### src/design/fsk_ctrl_pkg.sv
package fsk_ctrl_pkg;
	// ==========================================================
	// Modulation select codes
	localparam logic [2:0] MOD_2FSK = 3'h0;
	localparam logic [2:0] MOD_4FSK = 3'h1;
	localparam logic [2:0] MOD_2GFSK = 3'h2;
	localparam logic [2:0] MOD_4GFSK = 3'h3;
	localparam logic [2:0] MOD_ASK = 3'h5;
	localparam logic [2:0] MOD_POLAR = 3'h6;
	localparam logic [2:0] MOD_CW = 3'h7;
	// ==========================================================
	// Radio states seen by the calibration sequencer
	localparam logic [1:0] RS_READY = 2'h0;
	localparam logic [1:0] RS_LOCK = 2'h1;
	localparam logic [1:0] RS_RX = 2'h2;
	localparam logic [1:0] RS_TX = 2'h3;
	// ==========================================================
	// Widths
	localparam int BASE_W = 28;
	localparam int CAL_W = 7;
	localparam int WORD_W = 32;
	localparam int LVL_W = 3;
	localparam int TAPS = 8;
	// ==========================================================
	// Frequency word scaling, lsb = fxo / 2^23
	localparam int CHAN_SHIFT = 8;
	localparam int DEV_BASE = 256;
	localparam logic [8:0] DEV_BASE_9 = 9'h100;
	// Shaped level carries 6 fraction bits, unit is one third of deviation
	localparam int SHAPE_FRAC = 6;
	localparam int INTERP_SHIFT_MAX = 6;
	localparam logic [3:0] INTERP_E_LO = 4'h5;
	localparam logic [3:0] INTERP_E_OFF = 4'hb;
	// ==========================================================
	// Symbol levels in thirds of deviation
	localparam logic signed [2:0] LVL_OUT_N = -3'sd3;
	localparam logic signed [2:0] LVL_IN_N = -3'sd1;
	localparam logic signed [2:0] LVL_IN_P = 3'sd1;
	localparam logic signed [2:0] LVL_OUT_P = 3'sd3;
	// ==========================================================
	// Gaussian taps per symbol, each set sums to 64; tap 0 in low byte
	localparam logic [63:0] TAPS_BT1 = 64'h00_02_0a_14_14_0a_02_00;
	localparam logic [63:0] TAPS_BT05 = 64'h02_06_0a_0e_0e_0a_06_02;
	// ==========================================================
	// Equalizer control codes
	localparam logic [1:0] EQ_OFF = 2'h0;
	localparam logic [1:0] EQ_SINGLE = 2'h1;
	localparam logic [1:0] EQ_DUAL = 2'h2;
	// ==========================================================
	// Calibration sequencer states
	typedef enum logic [1:0] {
		CAL_IDLE = 2'b01,
		CAL_RUN = 2'b10
	} cal_state_t;
endpackage

### src/design/fsk_mod_ctrl.sv
// Contract
// - Decode three-bit modulation select into schemes
// - Calibrate on lock entry and RX/TX swap
// - Use and store finished calibration word
// - Centre equals base plus index times step
// - Base from 28-bit word, B and D
// - Band select picks divider four or eight
// - Reference halver picks divider one or two
// - Double-rate crystal halves the digital clock
// - Deviation from mantissa and exponent with rounding
// - Inner symbols use one third deviation
// - Two-level map code two inverts polarity
// - Four-level maps swap inner/outer and negate
// - Pair bit swap reverses bits per pair
// - Gaussian filter, eight taps, BT selectable
// - Linear interpolation factor from rate exponent
// - Equalizer off, single or dual pass
`timescale 1ns/10ps
`default_nettype none
module fsk_mod_ctrl
	import fsk_ctrl_pkg::*;
(
	input wire logic clk_i,
	input wire logic srst_i,
	input wire logic ce_i,
	input wire logic double_rate_xtal_i,
	input wire logic [2:0] modulation_select_i,
	input wire logic [BASE_W-1:0] base_frequency_word_i,
	input wire logic band_select_i,
	input wire logic reference_halver_i,
	input wire logic [7:0] channel_step_i,
	input wire logic [7:0] channel_index_i,
	input wire logic [7:0] dev_mantissa_i,
	input wire logic [3:0] dev_exponent_i,
	input wire logic [1:0] const_map_i,
	input wire logic pair_bit_swap_i,
	input wire logic gauss_bandwidth_select_i,
	input wire logic shaping_interp_enable_i,
	input wire logic [3:0] rate_exponent_i,
	input wire logic [1:0] equalizer_control_i,
	input wire logic [2:0] pump_current_select_i,
	input wire logic detector_split_enable_i,
	input wire logic [1:0] radio_state_i,
	input wire logic cal_disable_i,
	input wire logic [CAL_W-1:0] cal_word_tx_i,
	input wire logic [CAL_W-1:0] cal_word_rx_i,
	input wire logic cal_done_i,
	input wire logic [CAL_W-1:0] cal_result_i,
	input wire logic sample_tick_i,
	input wire logic [7:0] data_i,
	input wire logic data_valid_i,
	output logic data_ready_o,
	output logic dig_tick_o,
	output logic is_fsk_o,
	output logic is_four_level_o,
	output logic is_gauss_o,
	output logic is_ask_o,
	output logic is_polar_o,
	output logic is_cw_o,
	output logic cal_start_o,
	output logic cal_busy_o,
	output logic [CAL_W-1:0] cal_word_o,
	output logic [CAL_W-1:0] cal_store_tx_o,
	output logic [CAL_W-1:0] cal_store_rx_o,
	output logic [WORD_W-1:0] chan_word_o,
	output logic [WORD_W-1:0] dev_word_o,
	output logic [WORD_W-1:0] freq_word_o,
	output logic [6:0] interp_factor_o,
	output logic [1:0] eq_mode_o,
	output logic [2:0] pump_current_o,
	output logic detector_split_o
);
	// ==========================================================
	// Digital clock enable
	// Double-rate crystals run the logic on every second edge
	logic half_r;
	logic tick;
	always_ff @(posedge clk_i)
	begin
		if (srst_i)
			half_r <= 1'b0;
		else if (ce_i)
			half_r <= ~half_r;
	end
	assign tick = ce_i & (~double_rate_xtal_i | half_r);
	assign dig_tick_o = tick;

	// ==========================================================
	// Mode decode
	logic fsk_mode;
	assign fsk_mode = (modulation_select_i[2] == 1'b0);
	always_ff @(posedge clk_i)
	begin
		if (srst_i)
		begin
			is_fsk_o <= 1'b0;
			is_four_level_o <= 1'b0;
			is_gauss_o <= 1'b0;
			is_ask_o <= 1'b0;
			is_polar_o <= 1'b0;
			is_cw_o <= 1'b0;
			eq_mode_o <= EQ_OFF;
			pump_current_o <= 3'h0;
			detector_split_o <= 1'b0;
		end
		else if (tick)
		begin
			is_fsk_o <= fsk_mode;
			is_four_level_o <= fsk_mode & modulation_select_i[0];
			is_gauss_o <= fsk_mode & modulation_select_i[1];
			is_ask_o <= (modulation_select_i == MOD_ASK);
			is_polar_o <= (modulation_select_i == MOD_POLAR);
			is_cw_o <= (modulation_select_i == MOD_CW);
			// Equalizer only has meaning for four-level reception
			eq_mode_o <= (fsk_mode & modulation_select_i[0]) ? equalizer_control_i : EQ_OFF;
			pump_current_o <= pump_current_select_i;
			detector_split_o <= detector_split_enable_i;
		end
	end

	// ==========================================================
	// Channel and deviation words, lsb = fxo / 2^23
	logic [4:0] bd; // Product B times D: 4, 8 or 16
	logic [WORD_W-1:0] base_w;
	logic [WORD_W-1:0] step_w;
	logic [WORD_W-1:0] dev_raw;
	logic [WORD_W-1:0] dev_rnd;
	logic [WORD_W-1:0] dev_full;
	assign bd = (band_select_i ? 5'h08 : 5'h04) << reference_halver_i;
	// fbase = fxo*BASE_FREQUENCY_WORD*2/(2^20*B*D) becomes BASE_FREQUENCY_WORD*16/(B*D) in this unit
	always_comb
	begin
		case (bd)
			5'h04: base_w = {2'h0, base_frequency_word_i, 2'h0};
			5'h08: base_w = {3'h0, base_frequency_word_i, 1'h0};
			default: base_w = {4'h0, base_frequency_word_i};
		endcase
	end
	assign step_w = WORD_W'({16'h0, channel_step_i} * {16'h0, channel_index_i}) << CHAN_SHIFT;
	// Raw deviation before the D*B/8 scale, doubled so that halving can round
	assign dev_raw = (dev_exponent_i == 4'h0) ? {23'h0, dev_mantissa_i, 1'b0} :
		WORD_W'({DEV_BASE_9 + {1'b0, dev_mantissa_i}, 1'b0}) << (dev_exponent_i - 4'h1);
	// round(raw*D*B/8): halve with rounding at D*B = 4, else scale exactly
	always_comb
	begin
		case (bd)
			5'h04: dev_rnd = ((dev_raw >> 1) + 32'h1) >> 1;
			5'h08: dev_rnd = dev_raw >> 1;
			default: dev_rnd = dev_raw;
		endcase
	end
	// fdev = fxo/2^19 * r/(D*B) gives r*16/(D*B) in this unit
	always_comb
	begin
		case (bd)
			5'h04: dev_full = dev_rnd << 2;
			5'h08: dev_full = dev_rnd << 1;
			default: dev_full = dev_rnd;
		endcase
	end
	always_ff @(posedge clk_i)
	begin
		if (srst_i)
		begin
			chan_word_o <= 32'h0;
			dev_word_o <= 32'h0;
		end
		else if (tick)
		begin
			chan_word_o <= base_w + step_w;
			dev_word_o <= dev_full;
		end
	end

	// ==========================================================
	// Synthesizer calibration sequencer
	cal_state_t cal_state_r;
	logic [1:0] prev_state_r;
	logic cal_to_rx_r;
	logic cal_trig;
	assign cal_trig = ((prev_state_r == RS_READY) && (radio_state_i != RS_READY)) ||
		((prev_state_r == RS_RX) && (radio_state_i == RS_TX)) ||
		((prev_state_r == RS_TX) && (radio_state_i == RS_RX));
	always_ff @(posedge clk_i)
	begin
		if (srst_i)
		begin
			cal_state_r <= CAL_IDLE;
			prev_state_r <= RS_READY;
			cal_to_rx_r <= 1'b0;
			cal_start_o <= 1'b0;
			cal_store_tx_o <= 7'h00;
			cal_store_rx_o <= 7'h00;
		end
		else if (tick)
		begin
			prev_state_r <= radio_state_i;
			cal_start_o <= 1'b0;
			case (cal_state_r)
				CAL_IDLE:
				begin
					// With calibration off the preloaded words are used as they stand
					if (cal_trig && !cal_disable_i)
					begin
						cal_state_r <= CAL_RUN;
						cal_start_o <= 1'b1;
						cal_to_rx_r <= (radio_state_i == RS_RX);
					end
				end
				CAL_RUN:
				begin
					if (cal_done_i)
					begin
						cal_state_r <= CAL_IDLE;
						if (cal_to_rx_r)
							cal_store_rx_o <= cal_result_i;
						else
							cal_store_tx_o <= cal_result_i;
					end
				end
				default: cal_state_r <= CAL_IDLE;
			endcase
		end
	end
	assign cal_busy_o = (cal_state_r == CAL_RUN);
	// Word applied to the synthesizer follows the direction in use
	assign cal_word_o = cal_disable_i ? ((radio_state_i == RS_RX) ? cal_word_rx_i : cal_word_tx_i) :
		((radio_state_i == RS_RX) ? cal_store_rx_o : cal_store_tx_o);

	// ==========================================================
	// Two-entry byte buffer; drains only at symbol boundaries
	logic [7:0] buf_mem_r [2];
	logic wr_ptr_r;
	logic rd_ptr_r;
	logic [1:0] count_r;
	logic push;
	logic pop;
	logic [2:0] phase_r;
	logic sym_edge;
	logic [2:0] syms_left_r;
	assign data_ready_o = (count_r != 2'h2);
	assign push = tick & data_valid_i & data_ready_o;
	assign sym_edge = tick & sample_tick_i & (phase_r == 3'h7);
	assign pop = sym_edge & fsk_mode & (syms_left_r == 3'h0) & (count_r != 2'h0);
	always_ff @(posedge clk_i)
	begin
		if (srst_i)
		begin
			wr_ptr_r <= 1'b0;
			rd_ptr_r <= 1'b0;
			count_r <= 2'h0;
		end
		else
		begin
			if (push)
				wr_ptr_r <= ~wr_ptr_r;
			if (pop)
				rd_ptr_r <= ~rd_ptr_r;
			count_r <= count_r + 2'(push) - 2'(pop);
		end
	end
	always_ff @(posedge clk_i)
	begin
		if (push)
			buf_mem_r[wr_ptr_r] <= data_i;
	end

	// ==========================================================
	// Symbol extraction and constellation mapping
	logic [7:0] shreg_r;
	logic [7:0] cur_byte;
	logic [1:0] sym;
	logic signed [2:0] level;
	logic signed [2:0] level_r;
	logic four_lvl;
	assign four_lvl = modulation_select_i[0];
	assign cur_byte = (syms_left_r == 3'h0) ? buf_mem_r[rd_ptr_r] : shreg_r;
	assign sym = pair_bit_swap_i ? {cur_byte[6], cur_byte[7]} : cur_byte[7:6];
	always_comb
	begin
		level = 3'sd0;
		if (!four_lvl)
			level = (cur_byte[7] ^ const_map_i[1]) ? LVL_OUT_P : LVL_OUT_N;
		else
		begin
			case (sym)
				2'b01: level = const_map_i[0] ? LVL_OUT_N : LVL_IN_N;
				2'b00: level = const_map_i[0] ? LVL_IN_N : LVL_OUT_N;
				2'b10: level = const_map_i[0] ? LVL_OUT_P : LVL_IN_P;
				default: level = const_map_i[0] ? LVL_IN_P : LVL_OUT_P;
			endcase
			if (const_map_i[1])
				level = -level;
		end
	end
	always_ff @(posedge clk_i)
	begin
		if (srst_i)
		begin
			phase_r <= 3'h0;
			syms_left_r <= 3'h0;
			shreg_r <= 8'h00;
			level_r <= 3'sd0;
		end
		else if (tick && sample_tick_i)
		begin
			phase_r <= phase_r + 3'h1;
			if (phase_r == 3'h7)
			begin
				// An empty buffer leaves the carrier unmodulated
				if (fsk_mode && (syms_left_r != 3'h0 || count_r != 2'h0))
				begin
					level_r <= level;
					shreg_r <= four_lvl ? {cur_byte[5:0], 2'h0} : {cur_byte[6:0], 1'h0};
					syms_left_r <= (syms_left_r != 3'h0) ? syms_left_r - 3'h1 : (four_lvl ? 3'h3 : 3'h7);
				end
				else
					level_r <= 3'sd0;
			end
		end
	end

	// ==========================================================
	// Gaussian shaping: eight-tap FIR over the sample history
	logic signed [2:0] hist_r [TAPS];
	logic signed [11:0] prod [TAPS];
	logic signed [11:0] fir_sum;
	logic [63:0] taps;
	assign taps = gauss_bandwidth_select_i ? TAPS_BT05 : TAPS_BT1;
	genvar g;
	generate
		for (g = 0; g < TAPS; g++)
		begin : g_tap
			always_ff @(posedge clk_i)
			begin
				if (srst_i)
					hist_r[g] <= 3'sd0;
				else if (tick && sample_tick_i)
					hist_r[g] <= (g == 0) ? level_r : hist_r[(g == 0) ? 0 : g - 1];
			end
			assign prod[g] = 12'(hist_r[g]) * $signed({4'h0, taps[g*8 +: 8]});
		end
	endgenerate
	always_comb
	begin
		fir_sum = 12'sd0;
		for (int i = 0; i < TAPS; i++)
			fir_sum = fir_sum + prod[i];
	end

	// ==========================================================
	// Linear interpolation between successive filter samples
	logic [2:0] interp_shift;
	logic interp_on;
	logic signed [11:0] shp_cur_r;
	logic signed [11:0] shp_prev_r;
	logic [5:0] sub_r;
	logic signed [11:0] shaped;
	logic signed [18:0] delta_mul;
	assign interp_shift = (rate_exponent_i < INTERP_E_LO) ? 3'(INTERP_SHIFT_MAX) :
		3'(4'(INTERP_SHIFT_MAX) + INTERP_E_LO - rate_exponent_i);
	assign interp_on = shaping_interp_enable_i && (rate_exponent_i < INTERP_E_OFF);
	assign interp_factor_o = interp_on ? (7'h01 << interp_shift) : 7'h01;
	always_ff @(posedge clk_i)
	begin
		if (srst_i)
		begin
			shp_cur_r <= 12'sd0;
			shp_prev_r <= 12'sd0;
			sub_r <= 6'h0;
		end
		else if (tick)
		begin
			if (sample_tick_i)
			begin
				// Restart from the old sample; the ramp stops one sub-step short of the target
				shp_prev_r <= shp_cur_r;
				shp_cur_r <= fir_sum;
				sub_r <= 6'h0;
			end
			// Sub-step holds at the last point until the next sample
			else if ({1'b0, sub_r} < interp_factor_o - 7'h01)
				sub_r <= sub_r + 6'h1;
		end
	end
	assign delta_mul = 19'(shp_cur_r - shp_prev_r) * $signed({13'h0, sub_r});
	assign shaped = interp_on ? 12'(shp_prev_r + 12'(delta_mul >>> interp_shift)) : shp_cur_r;

	// ==========================================================
	// Instantaneous frequency word
	// Level is in thirds of the deviation; non-Gaussian modes skip the filter
	logic signed [11:0] lvl_q;
	logic [WORD_W-1:0] dev_third;
	logic signed [47:0] dev_prod;
	assign lvl_q = (fsk_mode && modulation_select_i[1]) ? shaped : 12'(level_r) <<< SHAPE_FRAC;
	assign dev_third = dev_word_o / 32'd3;
	assign dev_prod = 48'($signed({1'b0, dev_third})) * 48'(lvl_q);
	always_ff @(posedge clk_i)
	begin
		if (srst_i)
			freq_word_o <= 32'h0;
		else if (tick)
			freq_word_o <= fsk_mode ? chan_word_o + 32'(dev_prod >>> SHAPE_FRAC) : chan_word_o;
	end
endmodule // fsk_mod_ctrl
`default_nettype wire

### config.mk
export PLATFORM = sky130hd
export DESIGN_NAME = fsk_mod_ctrl
export DESIGN_NICKNAME = d
export VERILOG_FILES = /design/src/design/fsk_ctrl_pkg.sv /design/src/design/fsk_mod_ctrl.sv
export SDC_FILE = /design/constraint.sdc
export NUM_CORES = 2
export LEC_CHECK = 0
export ABC_AREA = 1
export BUFFER_PORTS_ARGS = -buffer_cell sky130_fd_sc_hd__buf_2
export CORE_MARGIN = 4
export CORE_UTILIZATION = 25
export CTS_CLUSTER_SIZE = 12
export DETAILED_ROUTE_END_ITERATION = 7
export PLACE_DENSITY = 0.41
export SYNTH_ARGS = -nofsm -noshare
export SYNTH_HDL_FRONTEND = slang
export SYNTH_SLANG_ARGS = --single-unit
### constraint.sdc
create_clock -name clk_i -period 17.4 [get_ports clk_i]
set_clock_uncertainty 0.05 [all_clocks]
set_input_delay 0.87 -clock clk_i [delete_from_list [all_inputs] [get_ports clk_i]]
set_output_delay 0.87 -clock clk_i [all_outputs]
set_load 0.005 [all_outputs]
==> summary.md <==
| Metric | Value |
|---|---|
| Cell Count, Final, Fillers Out | 6073 |
| Final wirelength | 107000 µm |
| Final worst setup slack | 1.44 ns |
| Peak supply drop | 0.000118 V |
| Row Count | 130 |
| Share of cells above drive strength 1 | 10.5% |
| Status | completed |
| Static leakage | 18.5 nW |
| Grt ovf | 0 |
| P&R area growth vs syn | 13.3% |
| Worst-Margin Slew | 1.30 ns |
| Fraction of registers with async set or reset after synthesis | 0% |
| Antenna violations before repair | 3 |
| Post-synth top area cell | fa_1 |
| Routed vias | 27.3k |
| MaxCap Viol Count | 0 |
| Slew HR | 13.6% |
| CP Max Fanout | 9 |
| Hold/Removal Path Class | input pin to register |
| Pre-CTS WS | 0.742 ns |
| Synth warn | 0 |
| Pin count of the biggest net entering global routing | 60 |
| Max Fclk | 62.6 MHz |
| Crit end category | register |
| H-tree Lvls | 1 |
| Library cells used by synthesis | 63 |
| EDFF count, synth | 40 |
| Startpoint types | register |
| Number of fill cells | 13.8k |
| 1st-pass router iterations | 5 |
| Kind of critical path | register to register |
| First-pass GRT wire length | 167000 µm |
| Yosys reg bits | 212 |
| Maximum buffer depth of the clock tree | 3 |
| Top cells by area, synth | fa_1 (25%), ha_1 (12%), dfxtp_1 (11%) |
| Post-synthesis sequential area ratio | 14.6% |
| DR DRC count | 0 |
| Routed WL per cell | 17.7 µm |
| Period utilisation layout | 91.7% |
| WP data required | 17.83 ns |
| Layout Nets | 5239 |
| Clock root cell | clkbuf_16 |
| DIE HEIGHT | 365 µm |
| CTS Sinks | 212 |
| Post-Syn Area | 0.0319 mm² |
| CTS tree | built |
| Final ANT Viol Nets | 0 |
| Synth Area per Inst | 7.56 µm² |
| Critical path's top delay family | adder cells |
| Reg clk slew, reported paths | 0.06 ns |
| Commonest cells post-synth | inv_1 (886), nand2_1 (801), fa_1 (404), nor2_1 (340), ha_1 (318) |
| Hpwl dp | 89000 µm |
| Num CTS Buffers | 31 |
| Worst-Skew Late Latency | 0.62 ns |
| GRT Overall Usage | 16.1% |
| Boundary Pins | 255 |
| Dpl cells | 6018 |
| Final worst path period need | 15.96 ns |
| Die X-Extent | 365 µm |
| Hold Buf Count CTS | 0 |
| Number of diodes | 0 |
| Arrival @ worst endpoint | 16.39 ns |
| CP max-delay cell | fa_1 |
| Fin Hold WS | 0.398 ns |
| Hold Vio Cnt, Final | 0 |
| Setup-failing EPs final | 0 |
| CORE AREA | 0.126 mm² |
| Total die area | 0.133 mm² |
| Post-Route Utilization | 28.6% |
| Largest stage delay, worst path | 0.55 ns |
| 1st-iter DRT viols | 1403 |
| Post-synth top area share | 25.4% |
| Buf/Inv on CP | 9 |
| Prevailing post-synth register cell | dfxtp_1 |
| Top-count cell post-synth | inv_1 |
| Slew Viols, Final | 0 |
| Vias/cell | 4.50 |
| Cells after Synth | 4218 |
| Port Buf Inserts | 248 |
| Vias in the first global route | 27.8k |
| Initial Util | 25.3% |
| Final GP Congestion | 0.819 |
| Pwr/cell area | 140 mW/mm² |
| Crit path top cell by count | nand2_1 |
-- final cells by class --
class | instances | area, µm² | share of cell area [%]
clock buffer | 42 | 898 | 2.49
clock inverter | 12 | 153 | 0.423
inverter | 906 | 3410 | 9.44
multi-input combinational | 2963 | 23400 | 64.8
sequential | 212 | 4650 | 12.9
tap | 1650 | 2060 | 5.72
timing repair buffer | 288 | 1540 | 4.28
-- worst reg2reg max path: cells and delay by family (launching register included) --
| kind | cells | cell delay, ns |
|---|---|---|
| flops | 1 | 0.42 |
| fa+ha+maj | 14 | 6.45 |
| xor+xnor | 4 | 0.76 |
| buf+inv | 9 | 0.80 |
| simple gates | 27 | 2.42 |
| compound gates | 30 | 4.94 |
-- layer usage --
layer	GRT usage [%]	vias to the layer above	wire, µm
met3	3.30	105	6180
met1	22.6	13203	51400
met2	25.4	481	46600
li1	-	13528	-
met5	0	-	13
met4	3.81	2	3030
-- timing repair --
| item | CTS | global route |
|---|---|---|
| endpoints found under the setup margin | 0 | 12 |
| buffers inserted | 0 | 1 |
| gates resized for setup | 0 | 31 |
-- per-stage QoR --
| stage | instance area (µm²) | power (mW) | setup TNS [ns] |
|---|---|---|---|
| after global placement | 34900 | 4.39 | 0 |
| final | 36100 | 5.05 | 0 |
| after detailed placement | 34900 | 4.38 | 0 |
| after CTS | 36000 | 5.10 | 0 |
| after floorplan | 31900 | 3.34 | 0 |
| after global routing | 36100 | 5.67 | -0.00195 |
-- state kept, by name, indices dropped and copies added (netlist names), 11 cells and up, named ones only --
| name | cells |
|---|---|
| buf_mem_r | 16 |
| chan_word_o | 31 |
| dev_word_o | 27 |
| freq_word_o | 32 |
| hist_r | 24 |
| shp_cur_r | 11 |
| shp_prev_r | 11 |
-- kinds of logic after synthesis --
family | Yosys count | share of synthesized area (%)
xor+xnor | 129 | 3.55
other cells | 2 | 0.0236
compound gates | 727 | 13.3
simple gates | 1357 | 17.7
buf+inv | 1056 | 12.6
flops | 212 | 14.6
mux | 13 | 0.412
fa+ha+maj | 722 | 37.9
-- final timing paths --
check / to / cells past startpoint / slack (ns) / startpoint
max: freq_word_o[28] / 84 / 1.44 / shp_prev_r[1]
max reg2reg: freq_word_o[28] / 84 / 1.44 / shp_prev_r[1]
min reg2reg: shreg_r[6] / 2 / 0.41 / shreg_r[6]
min: buf_mem_r[0][3] / 1 / 0.40 / data_i[3]
-- cells in the final DEF, fill, tap and decap left out, types with 12 or more instances in the layout --
master / instances
xnor2_1: 41
o211ai_1: 25
o22ai_1: 40
edfxtp_1: 40
fa_1: 404
nand2_2: 28
a22oi_1: 16
buf_2: 247
buf_4: 41
mux2i_1: 12
nor3_1: 19
nor2_1: 338
inv_2: 13
o21ai_1: 28
ha_1: 318
conb_1: 15
inv_1: 885
nand3_1: 101
nand3_2: 24
a211oi_1: 16
dfxtp_1: 171
a21oi_1: 237
xor2_1: 88
o21bai_1: 48
o21ai_0: 221
nand2_1: 799
clkbuf_16: 32
o221ai_1: 28
-- power breakdown --
group          total [mW]  leakage (nW)  switching, mW  internal (mW)
sequential          0.624          1.81         0.0685          0.556
clock               0.672         0.517          0.270          0.402
combinational        3.76          16.2           2.35           1.41
Power figures use the tool's default switching activity.
